$ cat src/hvc_defs.svh
/*
  Command codes, field positions, reset values and timing counts for the
  high-voltage configuration-one register block.
  Assumes a 125 MHz system clock (8 ns period).
*/
`ifndef HVC_DEFS_SVH
`define HVC_DEFS_SVH

// Command codes in the command register (bits 3-0)
`define HVC_CMD_RD_CFG1        4'h1
`define HVC_CMD_RD_MON         4'h3
`define HVC_CMD_WR_CFG1        4'h9

// Field positions in the configuration register
`define HVC_BIT_ATTEN          7
`define HVC_BIT_TEMP_MON       6
`define HVC_BIT_VCHAN_SHORT    5
`define HVC_BIT_WAKE_SENSE     4
`define HVC_BIT_IO_REENABLE    3
`define HVC_BIT_LIN_PASSIVE    2

// Field position of the wake level in the monitor register
`define HVC_MON_BIT_WAKE       7

// Reset values
`define HVC_CFG1_RESET         8'h00
`define HVC_DATA_RESET         8'h00
`define HVC_CMD_RESET          4'h0

// Timing
`define HVC_CLK_PERIOD_NS      8
`define HVC_LIN_SHORT_NS       20000
`define HVC_WAKE_SHORT_NS      400000
`define HVC_LIN_SHORT_CYCLES   ((`HVC_LIN_SHORT_NS + `HVC_CLK_PERIOD_NS - 1) / `HVC_CLK_PERIOD_NS)
`define HVC_WAKE_SHORT_CYCLES  ((`HVC_WAKE_SHORT_NS + `HVC_CLK_PERIOD_NS - 1) / `HVC_CLK_PERIOD_NS)

`endif

$ cat src/hvc_pkg.sv
/*
  Types for the high-voltage configuration-one register block.
  Assumes hvc_defs.svh supplies the numeric constants.
*/
package hvc_pkg;

  // Decoded configuration controls driven to the analog section
  typedef struct packed {
    logic atten_en;
    logic temp_mon_en;
    logic vchan_short;
    logic wake_sense_en;
    logic io_reenable;
    logic lin_passive;
    logic [1:0] spare;
  } hvc_cfg1_t;

  // Protection state per high-voltage pin
  typedef struct packed {
    logic pin_en;
    logic short_flag;
  } hvc_prot_t;

endpackage

$ cat src/hvc_config1.sv
/*
  High-voltage configuration-one register with its command/data access path,
  short-circuit protection timers for the LIN and wake pins, wake-pin edge
  sensing and the monitor read-back of the wake level.
  Assumes pin-level inputs are asynchronous and the processor side drives
  the command and data strobes synchronously to sys_clk_i.
*/
// Functional notes
// The configuration register is 8 read/write bits that reset to 0x00.
// It is off the memory map and reached only through the command and data registers.
// Bit 7 powers the voltage attenuator and its buffer.
// Bit 6 enables the high-voltage temperature monitor feeding the temperature converter.
// Bit 5 shorts the voltage-channel input at the attenuator for a noise test.
// Bit 4 enables wake-pin sensing and each wake edge then raises an interrupt.
// With sensing on, the live wake level reads in bit 7 of the monitor register.
// A short over 20 us on LIN (active mode) or 400 us on wake disables that pin, and bit 3 set re-enables it.
// Software writes one to bit 3 to restart the wake driver after a thermal shutdown.
// Writing one to bit 3 clears pending short flags and re-enables disabled pins.
// Bit 2 set selects passive LIN protection, clear selects active.
// Passive mode flags and interrupts on a LIN short but keeps the pin enabled.
// Active mode flags, interrupts and disables the LIN pin until bit 3 is written with one.
// Short durations are counted on the system clock and restart when the overcurrent goes away.
`include "hvc_defs.svh"
`timescale 1ns/1ps
`default_nettype none

module hvc_config1
  import hvc_pkg::*;
#(
  parameter int CNT_W              = 16,
  parameter int LIN_SHORT_CYCLES   = `HVC_LIN_SHORT_CYCLES,
  parameter int WAKE_SHORT_CYCLES  = `HVC_WAKE_SHORT_CYCLES
) (
  input  wire logic       sys_clk_i,
  input  wire logic       reset_i,
  input  wire logic       cmd_wr_i,
  input  wire logic [3:0] cmd_code_i,
  input  wire logic       data_wr_i,
  input  wire logic [7:0] data_wdata_i,
  input  wire logic       wake_io_pin_i,
  input  wire logic       lin_overcurrent_i,
  input  wire logic       wake_overcurrent_i,
  input  wire logic       wake_thermal_i,
  output logic      [7:0] data_rdata_o,
  output logic      [3:0] cmd_rdata_o,
  output logic            atten_en_o,
  output logic            temp_mon_en_o,
  output logic            vchan_short_o,
  output logic            wake_sense_en_o,
  output logic            lin_passive_o,
  output logic            lin_pin_en_o,
  output logic            wake_pin_en_o,
  output logic            lin_short_flag_o,
  output logic            wake_short_flag_o,
  output logic            hv_irq_o
);

  // Register state
  logic [7:0]  hv_config_one_reg;
  logic [7:0]  high_voltage_data_reg;
  logic [3:0]  high_voltage_command_reg;
  logic [7:0]  hv_config_one_next;
  logic [7:0]  high_voltage_data_next;

  // Pin synchronisers: index 0 LIN overcurrent, 1 wake overcurrent, 2 thermal, 3 wake level
  logic [3:0]  sync1_reg;
  logic [3:0]  sync2_reg;
  logic        wake_prev_reg;

  // Protection state: index 0 LIN, 1 wake
  hvc_prot_t   prot_reg [2];
  logic [CNT_W-1:0] short_cnt_reg [2];
  logic [CNT_W-1:0] thr_w [2];
  logic [1:0]  short_det_w;
  logic [1:0]  disable_w;
  logic        irq_reg;

  // Decode of command and data strobes
  hvc_cfg1_t   cfg_w;
  wire         cmd_wr_cfg_w   = cmd_wr_i && (cmd_code_i == `HVC_CMD_WR_CFG1);
  wire         cmd_rd_cfg_w   = cmd_wr_i && (cmd_code_i == `HVC_CMD_RD_CFG1);
  wire         cmd_rd_mon_w   = cmd_wr_i && (cmd_code_i == `HVC_CMD_RD_MON);
  wire         reenable_w     = cmd_wr_cfg_w && high_voltage_data_reg[`HVC_BIT_IO_REENABLE];
  wire         thermal_sync_w = sync2_reg[2];
  wire         wake_level_w   = sync2_reg[3];
  wire         wake_edge_w    = cfg_w.wake_sense_en && (wake_level_w ^ wake_prev_reg);
  wire [7:0]   monitor_w      = {cfg_w.wake_sense_en & wake_level_w, 7'h00};

  assign cfg_w = hvc_cfg1_t'(hv_config_one_reg);
  assign thr_w[0] = CNT_W'(LIN_SHORT_CYCLES);
  assign thr_w[1] = CNT_W'(WAKE_SHORT_CYCLES);

  // Configuration write through the data register
  assign hv_config_one_next = cmd_wr_cfg_w ? high_voltage_data_reg : hv_config_one_reg;

  // Data register: processor write, or read-back command loads it
  assign high_voltage_data_next =
    data_wr_i    ? data_wdata_i      :
    cmd_rd_cfg_w ? hv_config_one_reg :
    cmd_rd_mon_w ? monitor_w         :
                   high_voltage_data_reg;

  // Disable decisions: LIN only in active mode, wake always; thermal hits wake
  assign disable_w[0] = short_det_w[0] && !cfg_w.lin_passive;
  assign disable_w[1] = short_det_w[1] || thermal_sync_w;

  // Configuration register
  always_ff @(posedge sys_clk_i) begin
    if (reset_i) begin
      hv_config_one_reg <= `HVC_CFG1_RESET;
    end else begin
      hv_config_one_reg <= hv_config_one_next;
    end
  end

  // Data register
  always_ff @(posedge sys_clk_i) begin
    if (reset_i) begin
      high_voltage_data_reg <= `HVC_DATA_RESET;
    end else begin
      high_voltage_data_reg <= high_voltage_data_next;
    end
  end

  // Command register keeps the last code written, known or not
  always_ff @(posedge sys_clk_i) begin
    if (reset_i) begin
      high_voltage_command_reg <= `HVC_CMD_RESET;
    end else if (cmd_wr_i) begin
      high_voltage_command_reg <= cmd_code_i;
    end
  end

  // Two-stage synchronisers for the asynchronous pin inputs
  always_ff @(posedge sys_clk_i) begin
    if (reset_i) begin
      sync1_reg <= 4'h0;
      sync2_reg <= 4'h0;
    end else begin
      sync1_reg <= {wake_io_pin_i, wake_thermal_i, wake_overcurrent_i, lin_overcurrent_i};
      sync2_reg <= sync1_reg;
    end
  end

  // Wake edge history; clears to the idle-low level so sensing starts quiet
  always_ff @(posedge sys_clk_i) begin
    if (reset_i) begin
      wake_prev_reg <= 1'b0;
    end else begin
      wake_prev_reg <= wake_level_w;
    end
  end

  // Per-pin short timer and protection state
  genvar g;
  generate
    for (g = 0; g < 2; g++) begin : gen_pin
      wire             oc_w          = sync2_reg[g];
      wire             restart_w     = !oc_w || !prot_reg[g].pin_en;
      wire             counting_w    = short_cnt_reg[g] <= thr_w[g];
      wire [CNT_W-1:0] cnt_next_w;
      wire             pin_en_next_w;
      wire             flag_next_w;

      assign short_det_w[g] = oc_w && prot_reg[g].pin_en
                              && (short_cnt_reg[g] == thr_w[g]);

      // Count stops one past the threshold, so one short gives one detection
      assign cnt_next_w = restart_w  ? '0                           :
                          counting_w ? short_cnt_reg[g] + CNT_W'(1) :
                                       short_cnt_reg[g];

      // A disable or a new short wins over a re-enable in the same cycle
      assign pin_en_next_w = disable_w[g]   ? 1'b0 :
                             reenable_w     ? 1'b1 :
                                              prot_reg[g].pin_en;
      assign flag_next_w   = short_det_w[g] ? 1'b1 :
                             reenable_w     ? 1'b0 :
                                              prot_reg[g].short_flag;

      always_ff @(posedge sys_clk_i) begin
        if (reset_i) begin
          short_cnt_reg[g] <= '0;
        end else begin
          short_cnt_reg[g] <= cnt_next_w;
        end
      end

      always_ff @(posedge sys_clk_i) begin
        if (reset_i) begin
          prot_reg[g] <= '{pin_en: 1'b1, short_flag: 1'b0};
        end else begin
          prot_reg[g] <= '{pin_en: pin_en_next_w, short_flag: flag_next_w};
        end
      end
    end
  endgenerate

  // Interrupt pulse on any detected short or sensed wake edge
  wire         irq_next_w     = (|short_det_w) || wake_edge_w;

  always_ff @(posedge sys_clk_i) begin
    if (reset_i) begin
      irq_reg <= 1'b0;
    end else begin
      irq_reg <= irq_next_w;
    end
  end

  assign data_rdata_o      = high_voltage_data_reg;
  assign cmd_rdata_o       = high_voltage_command_reg;
  assign atten_en_o        = cfg_w.atten_en;
  assign temp_mon_en_o     = cfg_w.temp_mon_en;
  assign vchan_short_o     = cfg_w.vchan_short;
  assign wake_sense_en_o   = cfg_w.wake_sense_en;
  assign lin_passive_o     = cfg_w.lin_passive;
  assign lin_pin_en_o      = prot_reg[0].pin_en;
  assign wake_pin_en_o     = prot_reg[1].pin_en;
  assign lin_short_flag_o  = prot_reg[0].short_flag;
  assign wake_short_flag_o = prot_reg[1].short_flag;
  assign hv_irq_o          = irq_reg;

endmodule

`default_nettype wire

$ cat config.mk
export PLATFORM = sky130hd
export DESIGN_NAME = hvc_config1
export DESIGN_NICKNAME = d
export VERILOG_FILES = /design/src/hvc_pkg.sv /design/src/hvc_config1.sv
export VERILOG_INCLUDE_DIRS = /design/src
export SDC_FILE = /design/constraint.sdc
export NUM_CORES = 1
export LEC_CHECK = 0
export ABC_AREA = 1
export BUFFER_PORTS_ARGS = -buffer_cell sky130_fd_sc_hd__buf_2
export CAP_MARGIN = 5
export CORE_ASPECT_RATIO = 1.25
export CORE_MARGIN = 3
export CORE_UTILIZATION = 36
export CTS_CLUSTER_SIZE = 10
export DETAILED_ROUTE_END_ITERATION = 7
export PLACE_DENSITY_LB_ADDON = 0.3
export SLEW_MARGIN = 15
export SYNTH_ARGS = -nofsm -noshare
export SYNTH_HDL_FRONTEND = slang
export SYNTH_SLANG_ARGS = --single-unit
$ cat constraint.sdc
create_clock -name sys_clk_i -period 1.8 [get_ports sys_clk_i]
set_clock_uncertainty 0.1 [all_clocks]
set_input_delay 0.27 -clock sys_clk_i [delete_from_list [all_inputs] [get_ports sys_clk_i]]
set_output_delay 0.27 -clock sys_clk_i [all_outputs]
set_load 0.01 [all_outputs]
* After elaboration in Yosys (flattened, before gate mapping)
Memories as Yosys holds them, arrays and structs flattened.
Cells that the tools add are included.
W data, S select, Z words.
** Cells by class
- Reductions and logical operators :: 21
- Equal/unequal tests :: 5
- $add $sub $neg :: 2
- Mux-type cells :: 22
- $lt $le $gt $ge :: 2
- Bitwise gates (word level) :: 6
** Operators by type and width (count)
- $mux W16 :: 6
- $add A16 B1 Y16 const B :: 2
- $mux W8 :: 3
- $eq A16 B12 Y1 const B :: 1
- $eq A16 B16 Y1 const B :: 1
- $le A16 B12 Y1 const B :: 1
- $le A16 B16 Y1 const B :: 1
- $mux W1 :: 11
- $logic_and A1 B1 Y1 :: 10
- $logic_not A1 Y1 :: 5
- $eq A4 B1 Y1 const B :: 1
- $eq A4 B2 Y1 const B :: 1
- $eq A4 B4 Y1 const B :: 1
- $logic_or A1 B1 Y1 :: 4
- $mux W2 :: 2
- $or A1 B1 Y1 :: 4
- $reduce_bool A3 Y1 :: 1
- $reduce_or A2 Y1 :: 1
- $and A1 B1 Y1 :: 1
- $xor A1 B1 Y1 :: 1
** Word-level totals
- Input bits :: 20
- Memories :: 2
- Memory bits (writable) :: 36
- Word-level logic and storage cells :: 67
- Output and inout bits :: 22
- Flip-flop bits (word level) :: 30
** Memories
- short_cnt_reg :: words 2, bits a word 16, read ports 2, clocked after memory_dff 0, write ports 2, RTL line hvc_config1.sv:72 : logic [CNT_W-1:0] short_cnt_reg [2];
- prot_reg :: words 2, bits a word 2, read ports 2, clocked after memory_dff 0, write ports 2, RTL line hvc_config1.sv:71 : hvc_prot_t prot_reg [2];

* Depth between registers and ports, before layout
Gate-level depths: netlist of run 1.
- Depth after elaboration :: 6
- Depth in mapped cells :: 10
- Gate-level depth less buffers :: 10

* Worst setup path after synthesis of run 1
Ideal clock, no wire load.
- Path kind :: reg2reg
- Start point :: memory short_cnt_reg[1][0]
- End point :: memory short_cnt_reg[1][8]
- Setup slack :: 0.339 ns
- Library setup time :: 0.140 ns
- Arrival :: 1.221 ns
- Stages on the path, launching flop included :: 8
- Path buffers :: 0
- Required time :: 1.560 ns
- Period minus slack after synthesis :: 1.461 ns
- Path through :: dfxtp_1 > ha_1 > nand2_1 > nor2_1 > nand2_1 > xnor2_1 > nand2_1 > a21oi_1
** RTL lines (RTL line)
- start: declaration :: hvc_config1.sv:72

==> summary.txt, run 1 <==
Clock network
  • Max Root-Sink Buffers: 2
  • Post-CTS Setup Inserts: 0
  • Hold Buf Count CTS: 0
  • Cts repair resizes: 0
  • CTS Sinks: 66
  • TritonCTS clock tree: yes
  • Clock-pin transition on the worst setup and hold timing paths: 0.07 ns
  • Htree depth: 3
  • Skew-Pair Late Insertion Delay: 0.35 ns
  • Root buffer cell: clkbuf_8
  • CTS buffer count: 9

Critical path
  • Slowest-stage cell, CP: dfxtp_1
  • Worst Setup End Kind: flip-flop
  • R2R depth: 8
  • CP max FO: 16
  • Slowest stage delay, CP: 0.36 ns
  • FF-to-FF End: short_cnt_reg[1][11]
  • RR Startpoint: short_cnt_reg[1][0]
  • Most used cell, CP: nand2_4
  • Crit path cell chain: inv_1, ha_1, nand3_1, nor2_2, nand2_4, nand2_4, nand2_1, a21oi_1
  • Crit start category: flip-flop
  • R2R Setup Slk: 0.18 ns
  • Worst path required time: 1.97 ns
  • Setup CP Type: flip-flop to flip-flop
  • Arrival time of the worst setup path: 1.79 ns

Final layout
  • Area of the multi-input gates: 0.00163 mm2
  • Ant. Diodes: 0
  • Final Instance Area: 0.00378 mm2
  • Layout cell share with drive strength beyond 1: 16.0%
  • Layout Cells excl Fill: 651
  • Max reg flops: 32
  • Filler cell count: 939
  • Storage cell area: 0.00132 mm2
  • Area delta synth->final: 16.1%
  • Commonest cells after routing, fill and taps aside: 116 x nand2_1, 68 x nor2_1, 66 x dfxtp_1, 54 x inv_1, 50 x nand3_1
  • Commonest non-fill, non-tap cell in the layout: nand2_1
  • Final Net Count: 550
  • Fin util: 43.2%

Power and ir drop
  • Combinational fraction of design power: 5.2%
  • Pwr per Cell Area: 730 mW/mm2
  • Sw Share: 24.6%
  • Flop pwr share: 54.6%
  • Peak VDD IR: 0.000490 V
  • Int Power: 2.08 mW
  • Leakage: 1.56 nW
  • Total net switching power: 678 uW
  • Clock power share: 40.2%

Synth
  • #FFs+latches synth: 66
  • Yosys cell types: 27
  • Synthesis Warnings: 0
  • Syn Area/Cell: 6.79 um2
  • Top cells by area, synth: dfxtp_1 41%, nand2_1 13%, nor2_1 8.0%
  • Mapped Area: 0.00325 mm2
  • Seq/Total Area, Yosys: 40.6%
  • Synthesized Nets: 503
  • Post-synth top area share: 40.6%
  • Leading area contributor after synthesis: dfxtp_1
  • Post-synthesis cell count: 479

Timing
  • Max Clock Freq: 618 MHz
  • RSZ-0062 raised after global routing: false
  • Final Hold Vio Count: 0
  • Final setup TNS: 0 ns
  • Slew @ Worst Pin: 0.496 ns
  • Final slew viol count: 0
  • Final min period: 1.62 ns
  • Final period utilization: 89.9%
  • Final setup violation count: 0
  • Slew HR: 66.9%

Die
  • Initial Utilization: 37.2%
  • Die area: 0.0102 mm2
  • Row count: 38
  • Core Region: 0.00875 mm2
  • Die Y: 112 um
  • Chip Width: 91.0 um
  • # IOs: 42

Run
  • Max cap viols: 0

Placement
  • Post-placement cell count: 635
  • PortBufs: 41
  • Area post-placement: 0.00360 mm2
  • Final Wtd Congestion: 0.822
  • DP Wirelength: 5480 um

Detailed routing
  • Initial DRC Count: 97
  • Via-per-instance ratio: 4.70
  • ANT nets after route: 0
  • Total detailed-routing wirelength: 7400 um
  • 1st-pass router iterations: 4
  • Average wire per standard cell: 11.4 um
  • Total number of vias: 3061
  • DRC violations left: 0

Global route
  • Grt total ovfl: 0
  • Pin count of the biggest net entering global routing: 18
  • First-pass GRT wire length: 12800 um
  • Vias in the first global route: 2974
  • Initial antenna violation count: 0
  • Tot GR Track Use: 15.2%

Hold path
  • Worst Hold End: sync1_reg[3]
  • Worst min-delay path class: input port to flip-flop
  • Hold-critical path depth: 3
  • HP Start: wake_io_pin_i

Outcome
  • Status: complete, no violations
per-stage QoR:
stage | power, mW | worst slack [ns] | hold WS (ns)
2_1_floorplan | 1.62 | 0.339 | 0.277
4_1_cts | 2.78 | 0.140 | 0.00690
3_5_place_dp | 1.69 | 0.174 | 0.293
6_report | 2.76 | 0.182 | 0.0214
5_1_grt | 2.87 | 0.0337 | 0.00782
3_3_place_gp | 1.68 | 0.228 | 0.301
critical path: cells and delay by family (launching register included):
family,cells,cell delay [ns]
AND/OR/NAND/NOR,5,0.70
flip-flops,1,0.36
adder cells (fa/ha/maj),1,0.15
AO/OA/AOI/OAI,1,0.14
buffers and inverters,1,0.09
cell usage after synthesis, drive strengths merged:
cell type	count
clkbuf	6
nor2	73
a211oi	1
o21ai	9
buf	11
nor3	2
inv	56
dfxtp	66
o22ai	1
nand4	13
ha	4
a21oi	49
xnor2	2
xor2	10
clkinv	1
nand3b	3
nand2	121
nand3	51
cell type report:
| cell class | count | area share [%] |
|---|---|---|
| Clock buffer | 12 | 3.84 |
| Inverter | 57 | 5.66 |
| Multi-Input combinational cell | 339 | 43.0 |
| Timing Repair Buffer | 53 | 7.81 |
| Sequential cell | 66 | 35.0 |
| Clock inverter | 4 | 0.728 |
| Tap cell | 120 | 3.97 |
how the worst max path moves through the flow:
stage,from,to,slack (ns)
2_1_floorplan,short_cnt_reg[1][0],short_cnt_reg[1][8],0.34
3_3_place_gp,short_cnt_reg[1][0],short_cnt_reg[1][8],0.23
3_5_place_dp,short_cnt_reg[1][0],short_cnt_reg[1][8],0.17
4_1_cts,short_cnt_reg[1][0],short_cnt_reg[1][8],0.14
5_1_grt,short_cnt_reg[1][0],short_cnt_reg[1][8],0.03
6_report,short_cnt_reg[1][0],short_cnt_reg[1][11],0.18
layer usage:
| layer | wire (um) | GRT usage (%) |
|---|---|---|
| met5 | 0 | 0 |
| met4 | 132 | 8.55 |
| met3 | 402 | 3.69 |
| met2 | 3650 | 25.9 |
| met1 | 3210 | 17.4 |
power by group through the flow:
stage,Clock [mW],Combinational [mW],Sequential (mW)
after floorplan,0,0.0761,1.55
after global placement,0,0.142,1.54
after detailed placement,0,0.144,1.54
after CTS,1.13,0.145,1.51
after global routing,1.19,0.164,1.51
final,1.11,0.143,1.51
logic make-up after synthesis:
family	after synthesis	share of synthesized area, %
compound gates	60	9.92
fa+ha+maj	4	1.54
simple gates	263	35.1
buf+inv	74	9.61
xor+xnor	12	3.23
flops	66	40.6
Note: power is estimated with default switching activity, not from simulation.
==> run 2, diff against run 1 <==
--- a/config.mk
+++ b/config.mk
@@ -8,13 +8,14 @@
 export LEC_CHECK = 0
 export ABC_AREA = 1
 export BUFFER_PORTS_ARGS = -buffer_cell sky130_fd_sc_hd__buf_2
-export CAP_MARGIN = 5
+export CAP_MARGIN = 10
 export CORE_ASPECT_RATIO = 1.25
 export CORE_MARGIN = 3
 export CORE_UTILIZATION = 36
 export CTS_CLUSTER_SIZE = 10
 export DETAILED_ROUTE_END_ITERATION = 7
 export PLACE_DENSITY_LB_ADDON = 0.3
+export RECOVER_POWER = 100
 export SLEW_MARGIN = 15
 export SYNTH_ARGS = -nofsm -noshare
 export SYNTH_HDL_FRONTEND = slang
==> run 2 against run 1 <==
First-iteration DRC count rose by 11%; design area fell by 1.4%; global-route usage did not move; combinational power fell by 6%; count of clock-buffer cells in the layout did not move; total power fell by 0.54%; worst setup slack got worse by 0.013 ns; largest power group unchanged; highest routed layer unchanged.
==> summary.txt, run 2 (synthesis gave the netlist of run 1 again) <==
Die
  • Die area: 0.0102 mm2
  • Core Region: 0.00875 mm2
  • # IOs: 42
  • Row count: 38
  • Chip Width: 91.0 um
  • Initial Utilization: 37.2%
  • Die Y: 112 um

Timing
  • Max Clock Freq: 613 MHz
  • Final setup TNS: 0 ns
  • Final period utilization: 90.6%
  • Final setup violation count: 0
  • Hold_ws: 0.0227 ns
  • RSZ-0062 raised after global routing: false
  • Final Hold Vio Count: 0
  • Final min period: 1.63 ns
  • Final slew viol count: 0
  • Setup ws final: 0.169 ns
  • Slew HR: 46.3%
  • Slew @ Worst Pin: 0.805 ns

Clock network
  • Skew-Pair Late Insertion Delay: 0.35 ns
  • Clock-pin transition on the worst setup and hold timing paths: 0.07 ns
  • Root buffer cell: clkbuf_8
  • Htree depth: 3
  • CTS buffer count: 9
  • Max Root-Sink Buffers: 2
  • TritonCTS clock tree: yes
  • CTS Sinks: 66

Detailed routing
  • ANT nets after route: 0
  • DRC violations left: 0
  • Total detailed-routing wirelength: 7380 um
  • Average wire per standard cell: 11.3 um
  • Initial DRC Count: 108
  • Total number of vias: 3053
  • Via-per-instance ratio: 4.69
  • 1st-pass router iterations: 4

Critical path
  • Crit path cell chain: inv_1, ha_1, nand3_1, nor2_2, nand2_4, nand2_4, nand3_1, nand2_1, inv_1
  • R2R Setup Slk: 0.17 ns
  • Stages on worst setup path: 9
  • Worst Setup End Kind: flip-flop
  • CP bufs+invs: 2
  • CP delay by family, top: simple AND/OR/NAND/NOR gates
  • Setup CP Type: flip-flop to flip-flop
  • Worst path required time: 1.94 ns
  • Slowest-stage cell, CP: dfxtp_1
  • Crit start category: flip-flop
  • Crit path launch: short_cnt_reg[1][0]
  • RR Startpoint: short_cnt_reg[1][0]
  • Arrival time of the worst setup path: 1.78 ns
  • Worst Setup EP: short_cnt_reg[1][14]
  • FF-to-FF End: short_cnt_reg[1][14]
  • R2R depth: 9
  • CP max FO: 16
  • Slowest stage delay, CP: 0.36 ns

Power and ir drop
  • Peak VDD IR: 0.000490 V
  • Combinational fraction of design power: 4.9%
  • Total net switching power: 670 uW
  • Sw Share: 24.4%
  • Flop pwr share: 55.0%
  • Clock power share: 40.1%
  • Leakage: 1.47 nW
  • Pwr per Cell Area: 737 mW/mm2
  • Int Power: 2.07 mW

Placement
  • Pre-CTS setup slack: 0.174 ns
  • Final Wtd Congestion: 0.822
  • DP Wirelength: 5480 um
  • PortBufs: 41
  • Area post-placement: 0.00360 mm2

Outcome
  • Status: complete, no violations

Final layout
  • Commonest non-fill, non-tap cell in the layout: nand2_1
  • Area delta synth->final: 14.5%
  • Max reg flops: 32
  • Fin util: 42.6%
  • Ant. Diodes: 0
  • Final Net Count: 550
  • Final Instance Area: 0.00372 mm2
  • Commonest cells after routing, fill and taps aside: 116 x nand2_1, 69 x nor2_1, 66 x dfxtp_1, 54 x inv_1, 51 x nand3_1
  • Layout cell share with drive strength beyond 1: 10.2%

Global route
  • Initial antenna violation count: 0
  • Most Crowded Layer GR: met2
  • Tot GR Track Use: 15.2%
  • M1 GR Usage: 17.4%
  • Met2 GRT Util: 25.9%
  • Pin count of the biggest net entering global routing: 18
  • Grt total ovfl: 0
  • First-pass GRT wire length: 12800 um
  • Vias in the first global route: 2974
  • Met3 usage: 3.69%

Run
  • Max cap viols: 0

Hold path
  • Worst min-delay path class: input port to flip-flop
[run 2: cell types whose count changed in the layout (fill, tap and decap cells not counted)]
cell,before,now
clkbuf_1,2,28
nand3_1,50,51
buf_2,41,16
nor2_1,68,69
nand3_2,1,0
a21oi_2,5,2
a21oi_1,44,47
buf_4,12,11
nor2_2,3,2
[run 2: cell type report]
class | instances | area [um2]
inverter | 57 | 214
sequential | 66 | 1320
tap | 120 | 150
timing repair buffer | 53 | 260
clock inverter | 4 | 27.5
multi-input combinational | 339 | 1610
clock buffer | 12 | 145
fill | 963 | 5020
[run 2: worst min-delay path by stage]
stage / slack (ns) / start / end / cells past startpoint
after floorplan: 0.28 / lin_overcurrent_i / sync1_reg[0] / 2
after global routing: 0.008 / wake_io_pin_i / sync1_reg[3] / 3
after global placement: 0.30 / sync1_reg[0] / sync2_reg[0] / 2
final: 0.02 / wake_io_pin_i / sync1_reg[3] / 3
after CTS: 0.007 / wake_io_pin_i / sync1_reg[3] / 3
after detailed placement: 0.29 / sync1_reg[2] / sync2_reg[2] / 2
[run 2: what timing repair did]
item,4_1_cts,5_1_grt
hold buffers,0,0
buffers inserted,0,0
endpoints found under the setup margin,0,5
resized for setup,0,2
[run 2: stage by stage]
stage | power [mW] | instances
final | 2.74 | 651
after global routing | 2.86 | 651
after CTS | 2.78 | 651
after detailed placement | 1.69 | 635
after global placement | 1.68 | 635
after floorplan | 1.62 | 479
[run 2: routing by layer]
| metal | share of wire (%) | vias up |
|---|---|---|
| met5 | 0 | - |
| met4 | 2.1 | 0 |
| met3 | 4.0 | 14 |
| met2 | 49 | 52 |
| met1 | 44 | 1362 |
| li1 | - | 1625 |
[run 2: power groups by stage]
stage	Clock, mW	Sequential (mW)	Combinational, mW
after floorplan	0	1.55	0.0761
after global placement	0	1.54	0.142
after detailed placement	0	1.54	0.144
after CTS	1.13	1.51	0.145
after global routing	1.19	1.51	0.155
final	1.10	1.51	0.135
[run 2: worst reg2reg max path: stages (launching register included)]
cell and delay, ns:
dfxtp_1 0.36, inv_1 0.09, ha_1 0.15, nand3_1 0.09, nor2_2 0.19, nand2_4 0.16, nand2_4 0.20, nand3_1 0.09
nand2_1 0.07, inv_1 0.04
==> run 3, diff against run 2 <==
==> constraint.sdc (replaced) <==
create_clock -name sys_clk_i -period 2.1 [get_ports sys_clk_i]
set_clock_uncertainty 0.1 [all_clocks]
set_input_delay 0.315 -clock sys_clk_i [delete_from_list [all_inputs] [get_ports sys_clk_i]]
set_output_delay 0.315 -clock sys_clk_i [all_outputs]
set_load 0.01 [all_outputs]
==> run 3 against run 2 <==
Cell count decreased by 1.2%; worst hold slack improved by 0.042 ns; sequential cell count unchanged; count of clock-buffer cells in the layout decreased by 1; critical path depth unchanged; first-iteration DRC count increased by 57%; die area unchanged; total power decreased by 11%; maximum frequency decreased by 3.4%; global-route usage decreased by 0.17 points; clock power decreased by 5%; utilization decreased by 0.56 points.
==> summary.txt, run 3 (synthesis gave the netlist of run 1 again) <==
Outcome
  • Status: complete, no violations

Die
  • Die Y: 112 um
  • Row count: 38
  • Chip Width: 91.0 um
  • Initial Utilization: 37.2%
  • Core Region: 0.00875 mm2
  • # IOs: 42
  • Die area: 0.0102 mm2

Detailed routing
  • Average wire per standard cell: 11.2 um
  • 1st-pass router iterations: 4
  • ANT nets after route: 0
  • DRC violations left: 0
  • Total detailed-routing wirelength: 7220 um
  • Via-per-instance ratio: 4.75
  • Initial DRC Count: 170
  • Total number of vias: 3053

Critical path
  • CP bufs+invs: 2
  • Crit start category: flip-flop
  • Crit path cell chain: inv_1, ha_1, nand3_1, nor2_1, nand2_4, nand2_4, nand3_1, nand2_1, inv_1
  • Setup CP Type: flip-flop to flip-flop
  • Arrival time of the worst setup path: 1.84 ns
  • Slowest stage delay, CP: 0.35 ns
  • CP max FO: 16
  • Worst path required time: 2.25 ns
  • CP delay by family, top: simple AND/OR/NAND/NOR gates
  • Slowest-stage cell, CP: dfxtp_1
  • Worst Setup End Kind: flip-flop

Timing
  • Final slew viol count: 0
  • Final min period: 1.69 ns
  • Final Hold Vio Count: 0
  • Max Clock Freq: 592 MHz
  • Slew HR: 59.5%
  • Slew @ Worst Pin: 0.608 ns
  • Final period utilization: 80.4%
  • RSZ-0062 raised after global routing: false
  • Final setup TNS: 0 ns
  • Hold_ws: 0.0648 ns
  • Final setup violation count: 0

Power and ir drop
  • Flop pwr share: 52.9%
  • Clock power share: 42.4%
  • Combinational fraction of design power: 4.7%
  • Sw Share: 23.8%
  • Int Power: 1.86 mW
  • Leakage: 1.44 nW
  • Pwr per Cell Area: 665 mW/mm2
  • Total net switching power: 582 uW
  • Total power: 2.45 mW
  • Peak VDD IR: 0.000418 V

Final layout
  • Commonest non-fill, non-tap cell in the layout: nand2_1
  • Layout cell share with drive strength beyond 1: 8.60%
  • Final Net Count: 542
  • Area delta synth->final: 13.0%
  • Max reg flops: 32
  • Commonest cells after routing, fill and taps aside: 117 x nand2_1, 71 x nor2_1, 66 x dfxtp_1, 54 x inv_1, 51 x nand3_1
  • Ant. Diodes: 0

Clock network
  • Post-CTS Setup Inserts: 0
  • CTS Sinks: 66
  • Max Root-Sink Buffers: 2
  • Skew-Pair Late Insertion Delay: 0.35 ns
  • CTS buffer count: 9
  • Clock-pin transition on the worst setup and hold timing paths: 0.07 ns
  • Htree depth: 3
  • Root buffer cell: clkbuf_8
  • Hold Buf Count CTS: 0
  • TritonCTS clock tree: yes
  • Cts repair resizes: 0

Run
  • Max cap viols: 0

Hold path
  • Worst min-delay path class: input port to flip-flop

Global route
  • Initial antenna violation count: 0
  • First-pass GRT wire length: 12800 um
  • Grt total ovfl: 0
  • Vias in the first global route: 2884
  • Pin count of the biggest net entering global routing: 17
  • Tot GR Track Use: 15.1%

Placement
  • Final Wtd Congestion: 0.795
  • PortBufs: 41
  • DP Wirelength: 5230 um
run 3: layout make-up:
cell class | count | area [um2]
fill | 954 | 5070
sequential | 66 | 1320
timing repair buffer | 45 | 205
multi-input combinational | 339 | 1600
inverter | 57 | 214
clock buffer | 11 | 131
clock inverter | 5 | 55.1
tap | 120 | 150
run 3: power groups by stage:
stage	registers, mW	clock network [mW]	logic [mW]
after floorplan	1.33	0	0.0652
after global placement	1.32	0	0.121
after detailed placement	1.32	0	0.123
after CTS	1.29	1.07	0.123
after global routing	1.30	1.13	0.133
final	1.29	1.04	0.115
run 3: worst min-delay path, cell delays in order:
cell,delay (ns)
buf_2,0.09
inv_1,0.04
nor2_1,0.03
run 3: final timing paths:
kind / depth (start not counted) / slack [ns] / from / to
setup / recovery: 9 / 0.41 / short_cnt_reg[1][0] / short_cnt_reg[1][14]
hold / removal: 3 / 0.06 / wake_io_pin_i / sync1_reg[3]
setup reg to reg: 9 / 0.41 / short_cnt_reg[1][0] / short_cnt_reg[1][14]
hold reg to reg: 2 / 0.30 / sync1_reg[0] / sync2_reg[0]
run 3: per-layer routing:
metal | global-route usage (%) | wire length, um
met3 | 4.49 | 331
met5 | 0 | 0
met1 | 17.9 | 3310
met4 | 6.84 | 147
met2 | 25.0 | 3440
run 3: metrics by stage:
stage,std cells,worst slack (ns),instance area [um2],util (%)
3_3_place_gp,627,0.435,3540,40.5
4_1_cts,643,0.447,3730,42.6
5_1_grt,643,0.245,3680,42.0
6_report,643,0.411,3680,42.0
2_1_floorplan,479,0.639,3250,-
3_5_place_dp,627,0.412,3540,40.5
